===== src/inc/extint_map.svh =====
`ifndef EXTINT_MAP_SVH
`define EXTINT_MAP_SVH
// ==========================================================================
// Register map
// ==========================================================================
// Status/control register index; byte address is four times it
`define EXTINT_SCR_INDEX 6'h1a
// Field positions inside the status/control register
`define EXTINT_BIT_PEND 3
`define EXTINT_BIT_ACK 2
`define EXTINT_BIT_MASK 1
`define EXTINT_BIT_SENS 0
// Reset values of the writable fields
`define EXTINT_RST_MASK 1'b0
`define EXTINT_RST_SENS 1'b0
// ==========================================================================
// Bus answers and vector
// ==========================================================================
`define EXTINT_RESP_OKAY 2'h0
`define EXTINT_RESP_SLVERR 2'h2
// Vector locations for this request, high byte then low byte
`define EXTINT_VECTOR_HI 16'hfffa
`define EXTINT_VECTOR_LO 16'hfffb
// Pin idle level, loaded into the registered pin level output at reset
`define EXTINT_PIN_IDLE 1'b1
`endif


===== src/inc/extint_pkg.sv =====
// ==========================================================================
// Types shared by the external interrupt latch
// ==========================================================================
package extint_pkg;
  // Latch states, Gray coded along idle -> pending -> acknowledged
  typedef enum logic [1:0] {
    EXTINT_IDLE = 2'b00,
    EXTINT_PEND = 2'b01,
    EXTINT_ACKD = 2'b11
  } extint_state_t;
endpackage : extint_pkg


===== src/extint_sync.sv =====
`timescale 1ns/1ps
`include "extint_map.svh"
// ==========================================================================
// Pin synchroniser and falling-edge detector
// ==========================================================================
module extint_sync
(
  input wire logic core_clk,
  input wire logic rst,
  input wire logic pin_n,
  output logic level,
  output logic fall
);
  // First stage, read by the second stage and, in reset, also by prev_q
  logic meta_q;
  logic meta_d;
  // Second stage, the clean level
  logic sync_q;
  logic sync_d;
  // Previous clean level for the edge compare
  logic prev_q;
  logic prev_d;

  // Next values of the chain
  always_comb
  begin
    meta_d = pin_n;
    sync_d = meta_q;
    prev_d = sync_q;
  end

  // A pin already low when reset ends must not read as a fresh edge,
  // so the chain keeps tracking the pin while the compare is held equal
  always_ff @(posedge core_clk)
  begin
    if (rst)
    begin
      meta_q <= meta_d;
      sync_q <= sync_d;
      prev_q <= sync_d;
    end
    else
    begin
      meta_q <= meta_d;
      sync_q <= sync_d;
      prev_q <= prev_d;
    end
  end

  // Falling edge from two clean samples
  assign level = sync_q;
  assign fall = prev_q & ~sync_q;
endmodule : extint_sync


===== src/extint_latch.sv =====
// The AXI4-Lite slave port is this design's own decision.
`timescale 1ns/1ps
`include "extint_map.svh"
module extint_latch
#(
  parameter int ADDR_W = 8
)
(
  // Clock and reset
  input wire logic core_clk,
  input wire logic rst,
  // External interrupt pin, active low
  input wire logic irq_pin_n,
  // Acknowledge pulse from the vector fetch of this interrupt
  input wire logic vector_fetch_ack,
  // Processor global interrupt mask
  input wire logic cpu_int_mask,
  // Break state and its clear enable from system integration
  input wire logic break_active,
  input wire logic break_clear_enable,
  // Request to the priority logic
  output logic irq_request,
  // Present pin level for the branch-on-pin instructions
  output logic pin_level,
  // Vector locations presented with the request
  output logic [15:0] vector_addr_hi,
  output logic [15:0] vector_addr_lo,
  // AXI4-Lite write address
  input wire logic [ADDR_W-1:0] s_axi_awaddr,
  input wire logic s_axi_awvalid,
  output logic s_axi_awready,
  // AXI4-Lite write data
  input wire logic [31:0] s_axi_wdata,
  input wire logic [3:0] s_axi_wstrb,
  input wire logic s_axi_wvalid,
  output logic s_axi_wready,
  // AXI4-Lite write response
  output logic [1:0] s_axi_bresp,
  output logic s_axi_bvalid,
  input wire logic s_axi_bready,
  // AXI4-Lite read address
  input wire logic [ADDR_W-1:0] s_axi_araddr,
  input wire logic s_axi_arvalid,
  output logic s_axi_arready,
  // AXI4-Lite read data
  output logic [31:0] s_axi_rdata,
  output logic [1:0] s_axi_rresp,
  output logic s_axi_rvalid,
  input wire logic s_axi_rready
);
  // ========================================================================
  // Pin conditioning
  // ========================================================================
  // Clean pin level, high when idle
  logic pin_sync;
  // One-cycle pulse on a falling edge
  logic pin_fall;

  extint_sync u_sync
  (
    .core_clk(core_clk),
    .rst(rst),
    .pin_n(irq_pin_n),
    .level(pin_sync),
    .fall(pin_fall)
  );

  // ========================================================================
  // Bus slave state
  // ========================================================================
  // Write address held until paired with data
  logic aw_have_q;
  logic aw_have_d;
  logic [ADDR_W-1:0] aw_addr_q;
  logic [ADDR_W-1:0] aw_addr_d;
  // Write data held until paired with address
  logic w_have_q;
  logic w_have_d;
  logic [31:0] w_data_q;
  logic [31:0] w_data_d;
  logic [3:0] w_strb_q;
  logic [3:0] w_strb_d;
  // Channel outputs, all registered
  logic awready_q;
  logic awready_d;
  logic wready_q;
  logic wready_d;
  logic bvalid_q;
  logic bvalid_d;
  logic [1:0] bresp_q;
  logic [1:0] bresp_d;
  logic arready_q;
  logic arready_d;
  logic rvalid_q;
  logic rvalid_d;
  logic [1:0] rresp_q;
  logic [1:0] rresp_d;
  logic [31:0] rdata_q;
  logic [31:0] rdata_d;
  // Write commit strobes seen by the register logic
  logic wr_commit;
  logic wr_hit;

  // ========================================================================
  // Interrupt core state
  // ========================================================================
  // Latch state machine
  extint_pkg::extint_state_t state_q;
  extint_pkg::extint_state_t state_d;
  // Writable control bits
  logic mask_q;
  logic mask_d;
  logic sens_q;
  logic sens_d;
  // Registered outputs
  logic req_q;
  logic req_d;
  logic pin_q;
  logic pin_d;
  // Software acknowledge after break gating
  logic sw_ack;
  // Any acknowledge this cycle
  logic any_ack;
  // Latch holds a request
  logic latched;

  // ========================================================================
  // Bus slave next values
  // ========================================================================
  // Address and data are taken in either order; the write lands
  // once both are held and no response is outstanding
  always_comb
  begin
    aw_have_d = aw_have_q;
    aw_addr_d = aw_addr_q;
    w_have_d = w_have_q;
    w_data_d = w_data_q;
    w_strb_d = w_strb_q;
    bvalid_d = bvalid_q;
    bresp_d = bresp_q;
    arready_d = arready_q;
    rvalid_d = rvalid_q;
    rresp_d = rresp_q;
    rdata_d = rdata_q;
    wr_commit = 1'b0;
    wr_hit = 1'b0;
    // Capture write address
    if (s_axi_awvalid && awready_q)
    begin
      aw_have_d = 1'b1;
      aw_addr_d = s_axi_awaddr;
    end
    // Capture write data
    if (s_axi_wvalid && wready_q)
    begin
      w_have_d = 1'b1;
      w_data_d = s_axi_wdata;
      w_strb_d = s_axi_wstrb;
    end
    // Retire the response
    if (bvalid_q && s_axi_bready)
    begin
      bvalid_d = 1'b0;
    end
    // Commit a paired write
    if (aw_have_q && w_have_q && !bvalid_q)
    begin
      wr_commit = 1'b1;
      wr_hit = (aw_addr_q[ADDR_W-1:2] == (ADDR_W-2)'(`EXTINT_SCR_INDEX));
      aw_have_d = 1'b0;
      w_have_d = 1'b0;
      bvalid_d = 1'b1;
      // Unmapped address gets an error, no state changes
      bresp_d = wr_hit ? `EXTINT_RESP_OKAY : `EXTINT_RESP_SLVERR;
    end
    // Read: one in flight, answered the cycle after it is taken
    if (rvalid_q && s_axi_rready)
    begin
      rvalid_d = 1'b0;
      arready_d = 1'b1;
    end
    if (s_axi_arvalid && arready_q)
    begin
      arready_d = 1'b0;
      rvalid_d = 1'b1;
      rdata_d = 32'h0000_0000;
      if (s_axi_araddr[ADDR_W-1:2] == (ADDR_W-2)'(`EXTINT_SCR_INDEX))
      begin
        rresp_d = `EXTINT_RESP_OKAY;
        // Upper bits and acknowledge read zero
        rdata_d[`EXTINT_BIT_PEND] = latched;
        rdata_d[`EXTINT_BIT_MASK] = mask_q;
        rdata_d[`EXTINT_BIT_SENS] = sens_q;
      end
      else
      begin
        rresp_d = `EXTINT_RESP_SLVERR;
      end
    end
    // Ready only while the matching slot is free
    awready_d = !aw_have_d && !(aw_have_q && w_have_q);
    wready_d = !w_have_d && !(aw_have_q && w_have_q);
    // First cycle out of reset: nothing in flight, open the read slot
    if (!arready_q && !rvalid_q)
    begin
      arready_d = 1'b1;
    end
  end

  // Bus slave registers
  always_ff @(posedge core_clk)
  begin
    if (rst)
    begin
      aw_have_q <= 1'b0;
      aw_addr_q <= '0;
      w_have_q <= 1'b0;
      w_data_q <= 32'h0000_0000;
      w_strb_q <= 4'h0;
      awready_q <= 1'b0;
      wready_q <= 1'b0;
      bvalid_q <= 1'b0;
      bresp_q <= `EXTINT_RESP_OKAY;
      arready_q <= 1'b0;
      rvalid_q <= 1'b0;
      rresp_q <= `EXTINT_RESP_OKAY;
      rdata_q <= 32'h0000_0000;
    end
    else
    begin
      aw_have_q <= aw_have_d;
      aw_addr_q <= aw_addr_d;
      w_have_q <= w_have_d;
      w_data_q <= w_data_d;
      w_strb_q <= w_strb_d;
      awready_q <= awready_d;
      wready_q <= wready_d;
      bvalid_q <= bvalid_d;
      bresp_q <= bresp_d;
      arready_q <= arready_d;
      rvalid_q <= rvalid_d;
      rresp_q <= rresp_d;
      rdata_q <= rdata_d;
    end
  end

  // ========================================================================
  // Interrupt core next values
  // ========================================================================
  assign latched = (state_q != extint_pkg::EXTINT_IDLE);

  // Register fields take effect only through the low byte lane
  always_comb
  begin
    mask_d = mask_q;
    sens_d = sens_q;
    sw_ack = 1'b0;
    if (wr_commit && wr_hit && w_strb_q[0])
    begin
      mask_d = w_data_q[`EXTINT_BIT_MASK];
      sens_d = w_data_q[`EXTINT_BIT_SENS];
      // Break protects the latch from software acknowledge unless clearing is enabled
      sw_ack = w_data_q[`EXTINT_BIT_ACK] && (!break_active || break_clear_enable);
    end
    any_ack = sw_ack || vector_fetch_ack;
  end

  // Latch state; a new edge always beats a clear in the same cycle
  always_comb
  begin
    state_d = state_q;
    unique case (state_q)
      extint_pkg::EXTINT_IDLE:
      begin
        // Edge sets in either mode
        if (pin_fall)
        begin
          state_d = extint_pkg::EXTINT_PEND;
        end
      end
      extint_pkg::EXTINT_PEND:
      begin
        if (pin_fall)
        begin
          state_d = extint_pkg::EXTINT_PEND;
        end
        else if (any_ack && (!sens_q || pin_sync))
        begin
          // Edge mode clears at once; level mode once the pin is high
          state_d = extint_pkg::EXTINT_IDLE;
        end
        else if (any_ack)
        begin
          // Pin still low: remember the acknowledge, keep pending
          state_d = extint_pkg::EXTINT_ACKD;
        end
      end
      extint_pkg::EXTINT_ACKD:
      begin
        if (pin_fall)
        begin
          state_d = extint_pkg::EXTINT_PEND;
        end
        else if (pin_sync || !sens_q)
        begin
          // Pin back high after the acknowledge
          state_d = extint_pkg::EXTINT_IDLE;
        end
      end
      default:
      begin
        state_d = extint_pkg::EXTINT_IDLE;
      end
    endcase
    // Both masks gate the request, not the latch
    req_d = (state_d != extint_pkg::EXTINT_IDLE) && !mask_d && !cpu_int_mask;
    pin_d = pin_sync;
  end

  // Interrupt core registers
  always_ff @(posedge core_clk)
  begin
    if (rst)
    begin
      // Reset drops any request even with the pin low
      state_q <= extint_pkg::EXTINT_IDLE;
      mask_q <= `EXTINT_RST_MASK;
      sens_q <= `EXTINT_RST_SENS;
      req_q <= 1'b0;
      pin_q <= `EXTINT_PIN_IDLE;
    end
    else
    begin
      state_q <= state_d;
      mask_q <= mask_d;
      sens_q <= sens_d;
      req_q <= req_d;
      pin_q <= pin_d;
    end
  end

  // ========================================================================
  // Outputs, all from flip-flops except the constant vector locations
  // ========================================================================
  assign irq_request = req_q;
  assign pin_level = pin_q;
  // Fixed vector locations; constants, so no flop is needed
  assign vector_addr_hi = `EXTINT_VECTOR_HI;
  assign vector_addr_lo = `EXTINT_VECTOR_LO;
  assign s_axi_awready = awready_q;
  assign s_axi_wready = wready_q;
  assign s_axi_bvalid = bvalid_q;
  assign s_axi_bresp = bresp_q;
  assign s_axi_arready = arready_q;
  assign s_axi_rvalid = rvalid_q;
  assign s_axi_rresp = rresp_q;
  assign s_axi_rdata = rdata_q;
endmodule : extint_latch


===== config.mk =====
export PLATFORM = sky130hd
export DESIGN_NAME = extint_latch
export DESIGN_NICKNAME = d
export VERILOG_FILES = /design/src/inc/extint_pkg.sv /design/src/extint_sync.sv /design/src/extint_latch.sv
export VERILOG_INCLUDE_DIRS = /design/src /design/src/inc
export SDC_FILE = /design/constraint.sdc
export NUM_CORES = 1
export LEC_CHECK = 0
export ABC_CLOCK_PERIOD_IN_PS = 1900
export CORE_MARGIN = 5
export CORE_UTILIZATION = 54
export CTS_CLUSTER_SIZE = 16
export DETAILED_ROUTE_END_ITERATION = 10
export DONT_BUFFER_PORTS = 1
export PLACE_DENSITY = 0.69
export REMOVE_ABC_BUFFERS = 1
export SLEW_MARGIN = 20
export SYNTH_ARGS = -nofsm -noshare
export SYNTH_HDL_FRONTEND = slang
export SYNTH_SLANG_ARGS = --single-unit

===== constraint.sdc =====
create_clock -name core_clk -period 1.9 [get_ports core_clk]
set_input_delay 0.38 -clock core_clk [delete_from_list [all_inputs] [get_ports core_clk]]
set_output_delay 0.38 -clock core_clk [all_outputs]
set_load 0.02 [all_outputs]

==> results of run 1 <==
[state kept, by name, indices dropped and copies added, names as in the netlist, 2 cells and up]
signal       cells
aw_addr_q        6
state_q          2
s_axi_rdata      3
w_data_q         3
[routing by layer]
layer	share of wire	routed length [um]
met3	0.17	436
met5	0	0
met4	0.0030	8
met2	0.49	1283
met1	0.35	911
[area by class of cell]
class                      instances  area, um^2
clock buffer                       8       68.82
fill                             267        1350
inverter                           3       11.26
multi-input combinational        147       715.7
sequential                        31       620.6
tap                               31       38.79
[cells by family after synthesis]
family                 count (synthesis)  synth area share
multiplexers                           3           0.01938
AO/OA/AOI/OAI                         25           0.08837
AND/OR/NAND/NOR                       56            0.1891
flip-flops                            31            0.3845
other                                  2          0.004653
buffers and inverters                 72            0.3139
[path summary, 6_finish.rpt]
| check | startpoint | to | slack (ns) |
|---|---|---|---|
| hold reg to reg | u_sync.meta_q$_DFF_P_ | u_sync.level$_DFF_P_ | 0.35 |
| setup / recovery | s_axi_bvalid$_SDFFE_PP0P_ | state_q[1]$_SDFF_PP0_ | 0.36 |
| hold / removal | irq_pin_n | u_sync.meta_q$_DFF_P_ | 0.09 |
| setup reg to reg | s_axi_bvalid$_SDFFE_PP0P_ | state_q[1]$_SDFF_PP0_ | 0.36 |
[cells in the final DEF, fill, tap and decap left out]
| cell | count |
|---|---|
| conb_1 | 63 |
| dfxtp_1 | 31 |
| nand2_1 | 18 |
| a21oi_1 | 18 |
| nand3_1 | 13 |
| nor2_1 | 8 |
| clkbuf_4 | 5 |
| nor3_1 | 4 |
| inv_1 | 3 |
| nor2b_1 | 2 |
| nand2b_1 | 2 |
| a211oi_1 | 2 |
| or2_2 | 2 |
| mux2i_1 | 2 |
| clkbuf_8 | 2 |
| mux2_2 | 1 |
| and2_1 | 1 |
| nand4b_4 | 1 |
| nand4b_1 | 1 |
| nor4_4 | 1 |
| a311oi_1 | 1 |
| nor4_1 | 1 |
| o21ai_0 | 1 |
| a31oi_1 | 1 |
| o211a_1 | 1 |
| nand4bb_1 | 1 |
| nor3b_1 | 1 |
| o211ai_1 | 1 |
| clkbuf_1 | 1 |
[power groups by stage]
stage / Combinational [mW] / Sequential, mW / Clock (mW)
final: 0.164 / 0.721 / 0.428
after global routing: 0.178 / 0.727 / 0.477
after CTS: 0.159 / 0.722 / 0.444
after detailed placement: 0.159 / 0.737 / 0
after global placement: 0.157 / 0.736 / 0
after floorplan: 0.151 / 0.730 / 0
==> metrics.txt, run 1 <==
post-detail-place hpwl roughly 2100 um; Clk pwr share 0.326; Die X around 65 um; P_leak between 0.6 and 0.7 nW; Synth top cells by count 63 x buf_4, 31 x dfxtp_1, 18 x a21oi_1, 18 x nand2_1, 13 x nand3_1; die area 4182 um^2; Synth top area share 0.3845; CP bufs+invs 0; fin area roughly 1500 um^2; number of diodes 0; max frequency 650.6 MHz; drt drc 0; Sink Count 31; register area share after synthesis 0.3845; status completed; gr ovfl total 0; Mapped Avg Cell Area about 8.5 um^2; Crit. path cell count 4; DR vias/cell between 4 and 5; GRT Util Overall 0.1176; CTS buffer count 5; final setup TNS 0 ns; pre-CTS WS ~0.36 ns; ranking of synthesized cells by area dfxtp_1 38%, buf_4 29%, a21oi_1 5.6%; First DRT Iteration DRCs between 40 and 50; count leader, synth buf_4; vias in the first global route 882; DR WL/cell 12.00 um; Synth warnings 0; Distinct cells, synth 29; Comb pwr share 0.125; Async SR Flop Fraction 0; post-cts resize count 0; Power Internal 923.6 uW; initial antenna violation count 0; Worst VDD drop between 500 and 600 uV; Power, Total 1.313 mW; first-pass GRT wire length between 3000 and 4000 um; final hold vios 0; Post-Syn Instances approximately 190; startpoint types flip-flop; Power Dens Cells between 900 and 1000 nW/um^2; CTS tree built; CTS H-tree depth 2; met2 Usage GRT 0.1997; Clock Root Buffer clkbuf_4; Crit path arrival time around 1.8 ns; clk_skew ~0.010 ns; Max Cap Viol 0; NetSw 389.3 uW; Crit Path Max Fanout 4; layout cells sized above 1 0.06349; Setup crit end kind flip-flop; Worst-Skew Late Latency 0.32 ns; core area 2805 um^2; fin cells 220; post-route ant nets 0; Hold Path Depth 0; # setup viols final 0; 1st-pass router iterations 5; Nets approximately 250; Synth Flop Type dfxtp_1; Initial Util 0.5754; FF-to-FF path depth 4; area post-placement 1386 um^2; postcts setup bufs 0; slowest stage cell on the critical path dfxtp_1; clock-pin slew on the worst setup and hold paths ~0.10 ns; Min-Delay Path Class input pin to flip-flop; Pins Over Slew Limit 0; Layout area overhead -9.845%; Post-Syn Area 1614 um^2; Cell Rows 19; gr busiest metal met2; area leader, netlist dfxtp_1; post-layout min period between 1.5 and 2 ns; CP Cell Sequence nand4b_1 > nor4_4 > a311oi_1 > nor4_1; placed insts between 200 and 250; Post-synth EDFFs 0; DIE HEIGHT between 60 and 70 um; delay of the slowest cell on the worst path slightly above 0.4 ns; Critical Path RT 2.12 ns; crit path kind flip-flop to flip-flop; Seq cells post-synth 31; Setup WS post-layout approximately 0.36 ns; Final Core Density 0.5187; sw frac 0.2965; total number of vias about 1.0k; largest net degree at the start of global routing 28; hold_buf cts 0; CP top delay family simple AND/OR/NAND/NOR gates; # IOs 139; Seq pwr share 0.549; clk buf depth 2; period utilization 0.8090; I/O Buffers 0; Hold Slack approximately 0.086 ns; met1 Use GR 0.1222; met3 Usage GRT 0.06736; wirelength, routed 2640 um; gpl congestion roughly 0.65; RSZ-0062 raised after global routing no
Power figures use the tool's default switching activity.
==> run 2: changes to the inputs <==
--- a/config.mk
+++ b/config.mk
@@ -6,7 +6,7 @@
 export SDC_FILE = /design/constraint.sdc
 export NUM_CORES = 1
 export LEC_CHECK = 0
-export ABC_CLOCK_PERIOD_IN_PS = 1900
+export ABC_CLOCK_PERIOD_IN_PS = 1500
 export CORE_MARGIN = 5
 export CORE_UTILIZATION = 54
 export CTS_CLUSTER_SIZE = 16
==> constraint.sdc (replaced) <==
create_clock -name core_clk -period 1.5 [get_ports core_clk]
set_input_delay 0.3 -clock core_clk [delete_from_list [all_inputs] [get_ports core_clk]]
set_output_delay 0.3 -clock core_clk [all_outputs]
set_load 0.02 [all_outputs]
==> metrics.txt, run 2 (synthesized netlist as in run 1, its figures left out) <==
largest net degree at the start of global routing 28; final hold vios 0; Worst-Skew Late Latency about 0.32 ns; Power Dens Cells 1054 nW/um^2; CP top delay family simple AND/OR/NAND/NOR gates; gpl congestion around 0.66; # IOs approximately 140; status completed; I/O Buffers 0; vias in the first global route 875; # fillers between 200 and 300; Min-Delay Path Class input pin to flip-flop; Final Core Density 0.5219; slowest stage cell on the critical path nor4_4; Hold Slack approximately 0.038 ns; Initial Util 0.5754; most frequent cells in the layout 63 x conb_1, 30 x dfxtp_1, 18 x nand2_1, 18 x a21oi_1, 13 x nand3_1; post-layout min period roughly 1.4 ns; Pins Over Slew Limit 0; max frequency between 700 and 800 MHz; gr busiest metal met2; Cell Rows 19; max reg flops 6; Clock Root Buffer clkbuf_4; delay of the slowest cell on the worst path between 0.3 and 0.4 ns; P_leak between 0.6 and 0.7 nW; # setup viols final 0; pre-CTS WS approximately 0.039 ns; startpoint types flip-flop; met3 Usage GRT 0.07081; die area around 4200 um^2; post-detail-place hpwl 2147 um; reg-to-reg slack, setup between 0.1 and 0.15 ns; period utilization 0.9136; Layout area overhead -9.303%; Sink Count 31; post-route ant nets 0; core area around 2800 um^2; RSZ-0062 raised after global routing yes; gr ovfl total 0; Die X roughly 65 um; clk_skew roughly 0.0046 ns; DR WL/cell ~12 um; met1 Use GR 0.1258; Power, Total between 1.5 and 2 mW; first-pass GRT wire length 3808 um; total number of vias 1,008; 1st-pass router iterations 4; Max Cap Viol 0; Critical Path RT roughly 1.7 ns; most common cell after layout, fill and taps aside conb_1; fin cells approximately 220; clk buf depth 2; GRT Util Overall 0.1192; CP bufs+invs 0; Crit path arrival time 1.59 ns; Setup WS post-layout about 0.13 ns; DR vias/cell 4.541; CP Cell Sequence nand4b_1 > nor4_4 > a311oi_1 > nor4_1; number of diodes 0; drt drc 0; DIE HEIGHT 64.67 um; final setup TNS 0 ns; clock-pin slew on the worst setup and hold paths 0.09 ns; Nets between 200 and 300; placed insts between 200 and 250; CTS buffer count 5; crit path kind flip-flop to flip-flop; fin area 1464 um^2; wirelength, routed between 2000 and 3000 um; layout cells sized above 1 0.07330; First DRT Iteration DRCs 22; met2 Usage GRT 0.1946; initial antenna violation count 0; Worst VDD drop 598.4 uV; Largest Register aw_addr_q; area post-placement 1401 um^2; CTS H-tree depth 2; CTS tree built; Crit Path Max Fanout 4; Setup crit end kind flip-flop
## run 2: power breakdown
group,switching (mW),total [mW],internal (mW)
clock,0.249,0.415,0.166
combinational,0.179,0.218,0.0392
sequential,0.0477,0.909,0.862
total,0.476,1.54,1.07
## run 2: layout make-up
class | count | area, um^2 | share of cell area
inverter | 3 | 11.26 | 0.007692
sequential | 31 | 621.8 | 0.4248
timing repair buffer | 4 | 32.53 | 0.02222
clock buffer | 6 | 41.29 | 0.02821
multi-input combinational | 147 | 718.2 | 0.4906
tap | 31 | 38.79 | 0.02650
## run 2: path summary, 6_finish.rpt
path                              from                  endpoint  cells after the start
min                                rst  s_axi_awready$_SDFF_PP0_                      1
min reg2reg      u_sync.meta_q$_DFF_P_      u_sync.level$_DFF_P_                      0
max reg2reg  s_axi_bvalid$_SDFFE_PP0P_     state_q[1]$_SDFF_PP0_                      4
max          s_axi_bvalid$_SDFFE_PP0P_     state_q[1]$_SDFF_PP0_                      4
## run 2: routing by layer
layer	up-vias	wire [um]	share of wire
met4	0	18	0.0068
met1	429	950	0.36
met3	4	413	0.16
met2	69	1272	0.48
met5	-	0	0
li1	506	-	-
## run 2: worst reg2reg max path, stage by stage, from the launching register on
cell and delay, ns:
dfxtp_1 0.31, nand4b_1 0.21, nor4_4 0.33, a311oi_1 0.15, nor4_1 0.27
## run 2: timing repair
item,4_1_cts,5_1_grt
setup endpoints to repair,0,2
hold buffers,1,0
endpoints found under the hold margin,1,0
buffers inserted,0,1
resized for setup,0,2
